File: config.mk
export PLATFORM = sky130hd
export DESIGN_NAME = dmacm_ctrl
export DESIGN_NICKNAME = d
export VERILOG_FILES = /design/src/design/dmacm_pkg.sv /design/src/design/dmacm_addr_step.sv /design/src/design/dmacm_ctrl.sv
export SDC_FILE = /design/constraint.sdc
export NUM_CORES = 1
export LEC_CHECK = 0
export BUFFER_PORTS_ARGS = -buffer_cell sky130_fd_sc_hd__buf_2
export CAP_MARGIN = 20
export CORE_ASPECT_RATIO = 1.4
export CORE_MARGIN = 4
export CORE_UTILIZATION = 30
export DETAILED_ROUTE_END_ITERATION = 6
export HOLD_SLACK_MARGIN = 0.03
export SLEW_MARGIN = 15
export SYNTH_ARGS = -nofsm -noshare
export SYNTH_HDL_FRONTEND = slang
export SYNTH_SLANG_ARGS = --single-unit
File: constraint.sdc
create_clock -name clk -period 6 [get_ports clk]
set_clock_uncertainty 0.15 [all_clocks]
set_input_delay 0.9 -clock clk [delete_from_list [all_inputs] [get_ports clk]]
set_output_delay 0.9 -clock clk [all_outputs]
set_load 0.01 [all_outputs]
File: src/design/dmacm_pkg.sv
// dmacm_pkg: constants and carrier types for the dma enable and mode control block
// assumes an 8-bit i/o register port with one-cycle read and write strobes
package dmacm_pkg;
  localparam logic [7:0] STATUS_ADDR = 8'h30;
  localparam logic [7:0] MODE_ADDR = 8'h31;
  localparam int CH1_EN_BIT = 7;
  localparam int CH0_EN_BIT = 6;
  localparam int CH1_GATE_BIT = 5;
  localparam int CH0_GATE_BIT = 4;
  localparam int CH1_IE_BIT = 3;
  localparam int CH0_IE_BIT = 2;
  localparam int MAIN_EN_BIT = 0;
  localparam int DEST_LO_BIT = 4;
  localparam int SRC_LO_BIT = 2;
  localparam logic [7:0] MODE_WMASK = 8'h3C;
  localparam logic [1:0] MODE_RESET = 2'h0;
  localparam int ADDR_W = 20;

  typedef enum logic [1:0] {
    MEM_INC = 2'h0,
    MEM_DEC = 2'h1,
    MEM_FIX = 2'h2,
    IO_FIX = 2'h3
  } dmacm_mode_t;

  // register port request
  typedef struct packed {
    logic wr;
    logic rd;
    logic [7:0] addr;
    logic [7:0] wdata;
  } dmacm_req_t;

  // per-channel engine handshake from the transfer engine
  typedef struct packed {
    logic ch0Done;
    logic ch1Done;
    logic ch0Byte;
  } dmacm_eng_t;
endpackage : dmacm_pkg
File: src/design/dmacm_addr_step.sv
// dmacm_addr_step: one channel 0 address counter stepped by its mode
// assumes load and step come from logic on the same clock
`timescale 1ns/1ps
`default_nettype none
module dmacm_addr_step #(
  parameter int W = 20
) (
  input wire logic clk,
  input wire logic resetn,
  input wire logic load,
  input wire logic [W-1:0] loadVal,
  input wire logic step,
  input wire dmacm_pkg::dmacm_mode_t mode,
  output logic [W-1:0] addr
);
  import dmacm_pkg::*;

  typedef struct packed {
    logic [W-1:0] addr;
  } dmacm_step_t;

  dmacm_step_t state_ff;
  dmacm_step_t nxt_state;

  // load wins; otherwise step by mode after each byte
  always_comb begin
    nxt_state = state_ff;
    if (load) begin
      nxt_state.addr = loadVal;
    end else if (step) begin
      unique case (mode)
        MEM_INC: nxt_state.addr = state_ff.addr + W'(1);
        MEM_DEC: nxt_state.addr = state_ff.addr - W'(1);
        MEM_FIX: nxt_state.addr = state_ff.addr;
        IO_FIX: nxt_state.addr = state_ff.addr;
      endcase
    end
  end

  always_ff @(posedge clk or negedge resetn) begin
    if (!resetn) begin
      state_ff <= '0;
    end else begin
      state_ff <= nxt_state;
    end
  end

  assign addr = state_ff.addr;
endmodule : dmacm_addr_step
`default_nettype wire

File: src/design/dmacm_ctrl.sv
// dmacm_ctrl: enable, interrupt request and channel 0 mode control of a two-channel dma
// assumes the cpu i/o port gives one-cycle rd/wr strobes; nmi arrives as a pin, active low
// Behaviour
// - gated write of 1 enables channel 1 and sets main enable
// - gated write of 0 stops channel 1, state kept for restart
// - gated write of 1 enables channel 0 and sets main enable
// - gated write of 0 stops channel 0 transfers
// - terminal count clears that channel's enable bit
// - enable 0 with interrupt enable 1 raises that channel's request
// - both gate bits always read as 1
// - channel runs only while its enable and main enable are 1
// - nmi clears main enable, halting all dma
// - writing 1 sets main enable even if channel enable was already 1
// - main enable bit position ignores direct writes
// - reset clears channel enables, interrupt enables and main enable
// - destination mode: inc, dec, fixed memory, fixed i/o
// - source mode: inc, dec, fixed memory, fixed i/o
// - reset clears destination mode to memory increment
`timescale 1ns/1ps
`default_nettype none
module dmacm_ctrl #(
  parameter int ADDR_WIDTH = 20
) (
  input wire logic clk,
  input wire logic resetn,
  input wire dmacm_pkg::dmacm_req_t req,
  output logic [7:0] rdata,
  input wire logic nmiN,
  input wire dmacm_pkg::dmacm_eng_t eng,
  input wire logic srcLoad,
  input wire logic [ADDR_WIDTH-1:0] srcLoadVal,
  input wire logic dstLoad,
  input wire logic [ADDR_WIDTH-1:0] dstLoadVal,
  output logic ch0Run,
  output logic ch1Run,
  output logic ch0IrqReq,
  output logic ch1IrqReq,
  output dmacm_pkg::dmacm_mode_t srcMode,
  output dmacm_pkg::dmacm_mode_t dstMode,
  output logic srcIsIo,
  output logic dstIsIo,
  output logic [ADDR_WIDTH-1:0] srcAddr,
  output logic [ADDR_WIDTH-1:0] dstAddr
);
  import dmacm_pkg::*;

  typedef struct packed {
    logic ch1En;
    logic ch0En;
    logic ch1Ie;
    logic ch0Ie;
    logic mainEn;
    logic [1:0] dstMode;
    logic [1:0] srcMode;
    logic [2:0] nmiSync;
    logic nmiSeen;
    logic [7:0] rdata;
  } dmacm_state_t;

  dmacm_state_t state_ff;
  dmacm_state_t nxt_state;

  // register port decode results
  logic wrStat;
  logic wrMode;
  logic rdStat;
  logic rdMode;
  logic rdOther;

  // gated enable writes, one pair per channel
  logic ch1Gated;
  logic ch0Gated;
  logic ch1SetReq;
  logic ch0SetReq;
  logic ch1ClrReq;
  logic ch0ClrReq;
  logic mainSetReq;

  // nmi synchroniser taps
  logic nmiLowAgreed;
  logic nmiHighAgreed;
  logic nmiEvent;

  // read views and the selected byte
  logic [7:0] statusView;
  logic [7:0] modeView;
  logic [7:0] rdNext;

  // channel 0 byte step shared by both counters
  logic ch0Step;

  // true when the access addresses the given i/o location
  function automatic logic addrHit(input dmacm_req_t r, input logic [7:0] where);
    addrHit = (r.addr == where);
  endfunction : addrHit

  // true when an enable bit is written through its open gate
  function automatic logic gatedWrite(input logic wr, input logic [7:0] d, input int gateBit);
    gatedWrite = wr && !d[gateBit];
  endfunction : gatedWrite

  // status byte as the cpu sees it; gate bits read 1, unused bits read 0
  function automatic logic [7:0] statusImage(input dmacm_state_t s);
    logic [7:0] v;
    v = 8'h00;
    v[CH1_EN_BIT] = s.ch1En;
    v[CH0_EN_BIT] = s.ch0En;
    v[CH1_GATE_BIT] = 1'b1;
    v[CH0_GATE_BIT] = 1'b1;
    v[CH1_IE_BIT] = s.ch1Ie;
    v[CH0_IE_BIT] = s.ch0Ie;
    v[MAIN_EN_BIT] = s.mainEn;
    return v;
  endfunction : statusImage

  // mode byte as the cpu sees it; only the two mode fields are kept
  function automatic logic [7:0] modeImage(input logic [1:0] dst, input logic [1:0] src);
    logic [7:0] v;
    v = 8'h00;
    v[DEST_LO_BIT +: 2] = dst;
    v[SRC_LO_BIT +: 2] = src;
    return v & MODE_WMASK;
  endfunction : modeImage

  // a channel moves data only while both enables stand
  function automatic logic chanRun(input logic en, input logic mainOn);
    chanRun = en && mainOn;
  endfunction : chanRun

  // termination request: channel off with its interrupt enabled
  function automatic logic chanIrq(input logic en, input logic ie);
    chanIrq = !en && ie;
  endfunction : chanIrq

  // mode code 3 is the fixed i/o address
  function automatic logic modeIsIo(input logic [1:0] m);
    modeIsIo = (m == IO_FIX);
  endfunction : modeIsIo

  // register port decode; one strobe per access
  assign wrStat = req.wr && addrHit(req, STATUS_ADDR);
  assign wrMode = req.wr && addrHit(req, MODE_ADDR);
  assign rdStat = req.rd && addrHit(req, STATUS_ADDR);
  assign rdMode = req.rd && addrHit(req, MODE_ADDR);
  assign rdOther = req.rd && !rdStat && !rdMode;

  // enable writes pass only an open gate; main enable bit of wdata is never looked at
  assign ch1Gated = gatedWrite(wrStat, req.wdata, CH1_GATE_BIT);
  assign ch0Gated = gatedWrite(wrStat, req.wdata, CH0_GATE_BIT);
  assign ch1SetReq = ch1Gated && req.wdata[CH1_EN_BIT];
  assign ch0SetReq = ch0Gated && req.wdata[CH0_EN_BIT];
  assign ch1ClrReq = ch1Gated && !req.wdata[CH1_EN_BIT];
  assign ch0ClrReq = ch0Gated && !req.wdata[CH0_EN_BIT];
  // a set through either gate restarts dma even if the enable already stood at 1
  assign mainSetReq = ch1SetReq || ch0SetReq;

  // second and third stages must agree before a level counts
  assign nmiLowAgreed = !state_ff.nmiSync[1] && !state_ff.nmiSync[2];
  assign nmiHighAgreed = state_ff.nmiSync[1] && state_ff.nmiSync[2];
  // one event per falling edge; nmiSeen blocks repeats while the pin stays low
  assign nmiEvent = nmiLowAgreed && !state_ff.nmiSeen;

  // read views of both registers
  always_comb begin
    statusView = statusImage(state_ff);
    modeView = modeImage(state_ff.dstMode, state_ff.srcMode);
  end

  // read byte selection; unmapped reads give zero, no read keeps the last byte
  always_comb begin
    rdNext = state_ff.rdata;
    if (rdStat) begin
      rdNext = statusView;
    end else if (rdMode) begin
      rdNext = modeView;
    end else if (rdOther) begin
      rdNext = 8'h00;
    end
  end

  // next-state logic for all control state
  always_comb begin
    nxt_state = state_ff;

    // nmi synchroniser shift and edge memory
    nxt_state.nmiSync = {state_ff.nmiSync[1:0], nmiN};
    if (nmiHighAgreed) begin
      nxt_state.nmiSeen = 1'b0;
    end else if (nmiEvent) begin
      nxt_state.nmiSeen = 1'b1;
    end

    // terminal count clears the enable; main enable untouched
    if (eng.ch1Done) begin
      nxt_state.ch1En = 1'b0;
    end
    if (eng.ch0Done) begin
      nxt_state.ch0En = 1'b0;
    end

    // nmi clears main enable; a set in the same cycle still wins below
    if (nmiEvent) begin
      nxt_state.mainEn = 1'b0;
    end

    // interrupt enables follow every status write, gate or not
    if (wrStat) begin
      nxt_state.ch1Ie = req.wdata[CH1_IE_BIT];
      nxt_state.ch0Ie = req.wdata[CH0_IE_BIT];
    end

    // gated channel 1 write; a clear keeps the channel restartable
    if (ch1SetReq) begin
      nxt_state.ch1En = 1'b1;
    end else if (ch1ClrReq) begin
      nxt_state.ch1En = 1'b0;
    end

    // gated channel 0 write
    if (ch0SetReq) begin
      nxt_state.ch0En = 1'b1;
    end else if (ch0ClrReq) begin
      nxt_state.ch0En = 1'b0;
    end

    // main enable is only ever set indirectly
    if (mainSetReq) begin
      nxt_state.mainEn = 1'b1;
    end

    // mode fields; bits outside the two fields are dropped
    if (wrMode) begin
      nxt_state.dstMode = req.wdata[DEST_LO_BIT +: 2];
      nxt_state.srcMode = req.wdata[SRC_LO_BIT +: 2];
    end

    // registered read data
    nxt_state.rdata = rdNext;
  end

  // state register; reset clears enables and modes
  always_ff @(posedge clk or negedge resetn) begin
    if (!resetn) begin
      state_ff <= '0;
      state_ff.ch1En <= 1'b0;
      state_ff.ch0En <= 1'b0;
      state_ff.ch1Ie <= 1'b0;
      state_ff.ch0Ie <= 1'b0;
      state_ff.mainEn <= 1'b0;
      state_ff.nmiSeen <= 1'b0;
      state_ff.rdata <= 8'h00;
      state_ff.nmiSync <= 3'h7; // pin idles high, so no false edge out of reset
      state_ff.dstMode <= MODE_RESET;
      state_ff.srcMode <= MODE_RESET;
    end else begin
      state_ff <= nxt_state;
    end
  end

  // run qualifiers
  assign ch0Run = chanRun(state_ff.ch0En, state_ff.mainEn);
  assign ch1Run = chanRun(state_ff.ch1En, state_ff.mainEn);

  // termination requests are levels, high while the channel stays off
  assign ch0IrqReq = chanIrq(state_ff.ch0En, state_ff.ch0Ie);
  assign ch1IrqReq = chanIrq(state_ff.ch1En, state_ff.ch1Ie);

  // registered read byte
  assign rdata = state_ff.rdata;

  // mode outputs straight from the mode fields
  assign srcMode = dmacm_mode_t'(state_ff.srcMode);
  assign dstMode = dmacm_mode_t'(state_ff.dstMode);
  assign srcIsIo = modeIsIo(state_ff.srcMode);
  assign dstIsIo = modeIsIo(state_ff.dstMode);

  // a byte moves the counters only while channel 0 may run
  assign ch0Step = eng.ch0Byte && ch0Run;

  // channel 0 address counters step only on a byte of a running channel
  dmacm_addr_step #(.W(ADDR_WIDTH)) uSrc (
    .clk(clk),
    .resetn(resetn),
    .load(srcLoad),
    .loadVal(srcLoadVal),
    .step(ch0Step),
    .mode(dmacm_mode_t'(state_ff.srcMode)),
    .addr(srcAddr)
  );

  // destination counter shares the step; its own mode decides the direction
  dmacm_addr_step #(.W(ADDR_WIDTH)) uDst (
    .clk(clk),
    .resetn(resetn),
    .load(dstLoad),
    .loadVal(dstLoadVal),
    .step(ch0Step),
    .mode(dmacm_mode_t'(state_ff.dstMode)),
    .addr(dstAddr)
  );
endmodule : dmacm_ctrl
`default_nettype wire

# Word-level counts from Yosys, hierarchy flattened
# Cells that the tools add are included.
# op_classes
add_sub_neg,4
eq_ne,10
n_mux,19
reduce_logical,45
# op_table
operator,n
$mux W20,4
$pmux W20 S2,2
$add A20 B1 Y20 const B,2
$sub A20 B1 Y20 const B,2
$mux W8,3
$logic_and A1 B1 Y1,20
$eq A8 B6 Y1 const B,2
$logic_not A1 Y1,11
$mux W1,10
$reduce_bool A3 Y1,3
$eq A2 B2 Y1 const B,4
$reduce_bool A2 Y1,4
$eq A2 B1 Y1 const B,2
$logic_not A2 Y1,2
$ne A2 B1 Y1 const B,2
$reduce_and A2 Y1,2
$reduce_or A2 Y1,2
$logic_or A1 B1 Y1,1
# word_totals
regBits,61
in_bits,66
out_inout_bits,58

# Logic depth before layout (Yosys ltp)
# logic_depth
depth_word,8
mapped_depth,11

# Hierarchy
# From an unflattened synthesis, not the netlist that was laid out.
# unflattened
cells_unflattened,594
area_unflattened_um2,5024.8
# by_module_without_submodules
module,n_inst,cells_each,area_each_um2,seq_area_each_um2
dmacm_addr_step,2,252,1994.4,500.5
dmacm_ctrl,1,90,1036.0,504.2

# Worst setup path before layout
# OpenSTA, ideal clock, no wires.
# synth_timing
path_type,flip-flop to flip-flop
from,reg dstMode[1] (netlist name)
to,"reg uDst.state_ff, in the netlist uDst.addr[14]"
t_arrival_ns,2.676
required_time_ns,5.718
slack_ns,3.043
path_stages_with_launch,12
synth_period_minus_slack_ns,2.957
path_cell_list,dfrtp_1 -> nor2b_1 -> buf_2 -> buf_1 -> xnor2_1 -> ha_1 -> and4_1 -> o21ai_1 -> a222oi_1 -> mux2i_1 -> xor2_1 -> o21ai_1
# synth_via
elab_chain_len,4
elab_cells_between_ends,10
cone_classes,eq/ne: 4; mux: 3; reduce/logical: 3
# synth_lines
item,line,text
$eq A2 B1 Y1 (tied with other cells),dmacm_addr_step.sv:31,unique case (mode)
$pmux W20 S2 or $reduce_or A2 Y1 (tied branches),-,
$mux W20 or $ne A2 B1 Y1 (tied branches),-,
$mux W20 or $reduce_and A2 Y1 (tied branches),-,
end signal: assignment,dmacm_addr_step.sv:44,state_ff <= nxt_state;
end: declaration,dmacm_addr_step.sv:22,dmacm_step_t state_ff;
# Parallel ways exist; a longest one is shown, timed or not. The select of a mux whose other input is x is not followed.
# A chain may end at the register's enable or synchronous reset.

# Final worst setup path
# layout_timing
from,reg dstMode[0] (netlist name)
to,"reg uDst.state_ff, in the netlist uDst.addr[18]"
# layout_via
elab_chain_len,4
elab_cells_between_ends,10
cone_classes,eq/ne: 4; mux: 3; reduce/logical: 3
# layout_lines
item,line
$eq A2 B1 Y1 (tied with other cells),dmacm_addr_step.sv:31
$pmux W20 S2 or $reduce_or A2 Y1 (tied branches),-
$mux W20 or $ne A2 B1 Y1 (tied branches),-
$mux W20 or $reduce_and A2 Y1 (tied branches),-
# Parallel ways exist; a longest one is shown, timed or not. The select of a mux whose other input is x is not followed.

==> results.txt <==
Clk buf depth = 2
I/O pin total = 124
Logic pwr share = 15.2%
Pre-antenna DRT Iters = 4
Vias in the first global route = 4264
Final Max Tran Viols = 0
Number of synthesized flops with an enable pin = 0
Avg Vias per Cell = 5.367
Hold Violations, Final = 0
Unique masters post-synth = 59
#FFs+latches synth = 60
Seq/Total Area, Yosys = 34.45%
Area of the core = 0.01410 mm2
Power share of the clock group = 45.1%
Ys async rst share = 100.0%
IO Port Bufs = 120
Starting density of the core = 30.98%
Max Fclk = 0.3261 GHz
Die height = 150.8 um
NetSw = 0.3643 mW
Final instance area = 0.005321 mm2
Fin Hold WS = 205.1 ps
Pin count of the biggest net entering global routing = 61
Worst EP arrival = 3110 ps
Synthesized area = 0.004369 mm2
First-pass GRT wire length = 20420 um
Tightest Pin Transition = 825.4 ps
Outcome = finished clean
DRC = 0
Worst setup path class = flop to flop
HP Class = flop to flop
CTS Buf Count = 9
Number of routed nets with antenna violations = 0
Nets = 683
Critical Path End Type = flop
Synth Area in Simple Gates = 29.38%
Clock-pin slew on the worst setup and hold paths = 60 ps
Hold_buf cts = 0
Yosys warnings = 0
GP Congestion = 0.8610
Postcts setup bufs = 0
DP Area = 0.004994 mm2
Worst slew margin = 44.47%
HPWL Detailed = 9707 um
Max cap viols = 0
Internal cell power = 0.8954 mW
Post-Syn Instances = 528
Post_cts resized = 0
Total Power = 1.260 mW
Tmin final = 3066 ps
Post-Syn Area per Cell = 8.275 um2
WL/cell = 16.05 um
Switching share of total power = 28.92%
Main synth FF type = dfrtp_1
Post-Synth Adder-Cell Area = 0.5727%
Initial antenna violation count = 0
Fin crit share = 51.10%
Share of power burned in registers = 39.8%
Lkg Pwr = 2.194 nW
Post-synthesis compound-gate area fraction = 15.26%
Starting DRT DRC Count = 170
Root buf cell = clkbuf_16
GRT Total Usage = 15.46%
Gr ovfl total = 0
Pwr dens = 236.7 mW/mm2
Crit start category = flop
RSZ-0062 raised after global routing = no
VDD IR max = 0.1401 mV
CP required = 6040 ps
Layout area overhead = 21.79%
Vias = 4326
Setup Total Neg Slack = 0 ps
Largest family of logic cells by synthesized area = simple AND/OR/NAND/NOR gates
CTS tree = yes
# rows = 51
Final setup fails = 0
Critical path fanouts, max = 22
Clock Sinks = 60
Post-synth net total = 596
Die X = 110.0 um
DRT Wirelength = 12930 um
Skew-Pair Late Insertion Delay = 330 ps
Mux share of post-synthesis cell area = 7.102%
Die area = 0.01659 mm2
Htree depth = 3
Share of layout cells above drive strength 1 = 27.58%
Post-synthesis xor/xnor area fraction = 6.415%
worst paths after layout:
check                                             start                   endpoint  slack, ps  cells past startpoint
worst max-delay path             dstMode[0]$_DFFE_PN0P_  uDst.addr[18]$_DFFE_PN0P_       2930                     10
worst min-delay path            nxt_state[10]$_DFF_PN1_    nxt_state[11]$_DFF_PN1_        210                      0
worst max register to register   dstMode[0]$_DFFE_PN0P_  uDst.addr[18]$_DFFE_PN0P_       2930                     10
worst min register to register  nxt_state[10]$_DFF_PN1_    nxt_state[11]$_DFF_PN1_        210                      0
max in group asynchronous                        resetn   state_ff[20]$_DFFE_PN0P_       4580                      2
min in group asynchronous                        resetn  uDst.addr[18]$_DFFE_PN0P_        600                      2
area by class of cell:
cell class                 instances  area, um2
tap                              185      231.5
timing repair buffer             125      638.1
sequential                        60       1505
inverter                          13      48.80
antenna                            1      2.502
clock buffer                      10      239.0
clock inverter                     6      86.33
multi-input combinational        406       2570
fill                            1440       8781
state kept, by name, indices dropped and copies added, names as in the netlist:
name,count
nxt_state,2
state_ff,7
rdata,7
dstMode,2
uSrc.addr,20
srcMode,2
uDst.addr,20
power by group through the flow:
stage,clock network [mW],logic [mW],registers [mW]
after floorplan,0,0.130,0.483
after global placement,0,0.189,0.506
after detailed placement,0,0.193,0.507
after CTS,0.586,0.194,0.500
after global routing,0.602,0.214,0.508
final,0.568,0.191,0.501
logic make-up after synthesis:
kind of cell	after synthesis
AND/OR/NAND/NOR	233
AO/OA/AOI/OAI	109
buffers and inverters	62
flip-flops	60
XOR/XNOR	32
multiplexers	29
adder cells (fa/ha/maj)	2
other	1
cells in the final DEF, fill, tap and decap left out, types with 3 or more instances in the layout:
master,synthesis,layout
o31ai_1,5,5
and4_1,5,5
a22oi_1,3,3
a31oi_1,8,8
and2_1,9,9
mux2i_1,13,13
or3_1,11,11
dfrtp_1,57,57
buf_4,12,5
mux2_2,16,16
o31a_1,3,3
xnor2_1,20,20
o21ai_1,16,16
nor3_1,19,19
nand3_1,15,15
inv_1,13,13
xor2_1,12,12
dfstp_2,3,3
or4_1,12,12
nand2_1,57,57
a21oi_1,19,19
nor2b_1,6,6
o2111ai_1,4,4
clkbuf_16,0,9
nor3b_1,5,5
nand3b_1,3,3
a21o_1,3,3
nor4_1,17,17
o21ai_0,35,35
nor2_1,36,36
nand2b_1,4,4
buf_2,7,120
nand4_1,16,16
Yosys cell counts, drive strengths merged, types with 12 or more instances:
cell,n,area [um2]
a21oi,19,95.09
inv,13,48.80
nand3,15,75.07
o21ai,51,255.3
mux2i,13,130.1
xnor2,20,175.2
clkbuf,28,105.1
nand2,57,214.0
or4,14,112.6
nor4,18,127.6
dfrtp,57,1426
nor2,36,135.1
nor3,19,95.09
buf,21,140.1
mux2,16,180.2
nand4,16,100.1
xor2,12,105.1
or3,12,80.08
worst max-delay path, cell delays in order (launching register included):
cell	delay (ps)
dfrtp_1	460
nor2b_1	160
buf_4	250
xnor2_1	150
ha_1	320
and4_1	230
o21ai_1	100
a222oi_1	580
mux2i_1	300
xor2_1	160
o21ai_1	70
routing by layer:
metal	track usage, %	share of wire (%)
met1	17.21	39
met2	28.16	53
met3	2.942	5.6
met4	6.550	2.3
met5	0	0
metrics by stage:
step | utilization (%) | cells | setup WS [ps]
2_1_floorplan | - | 528 | 3043
3_3_place_gp | 35.41 | 789 | 2992
3_5_place_dp | 35.41 | 789 | 2924
4_1_cts | 37.72 | 805 | 2904
5_1_grt | 37.72 | 805 | 2685
6_report | 37.73 | 806 | 2934
(Power assumes the default switching activity.)
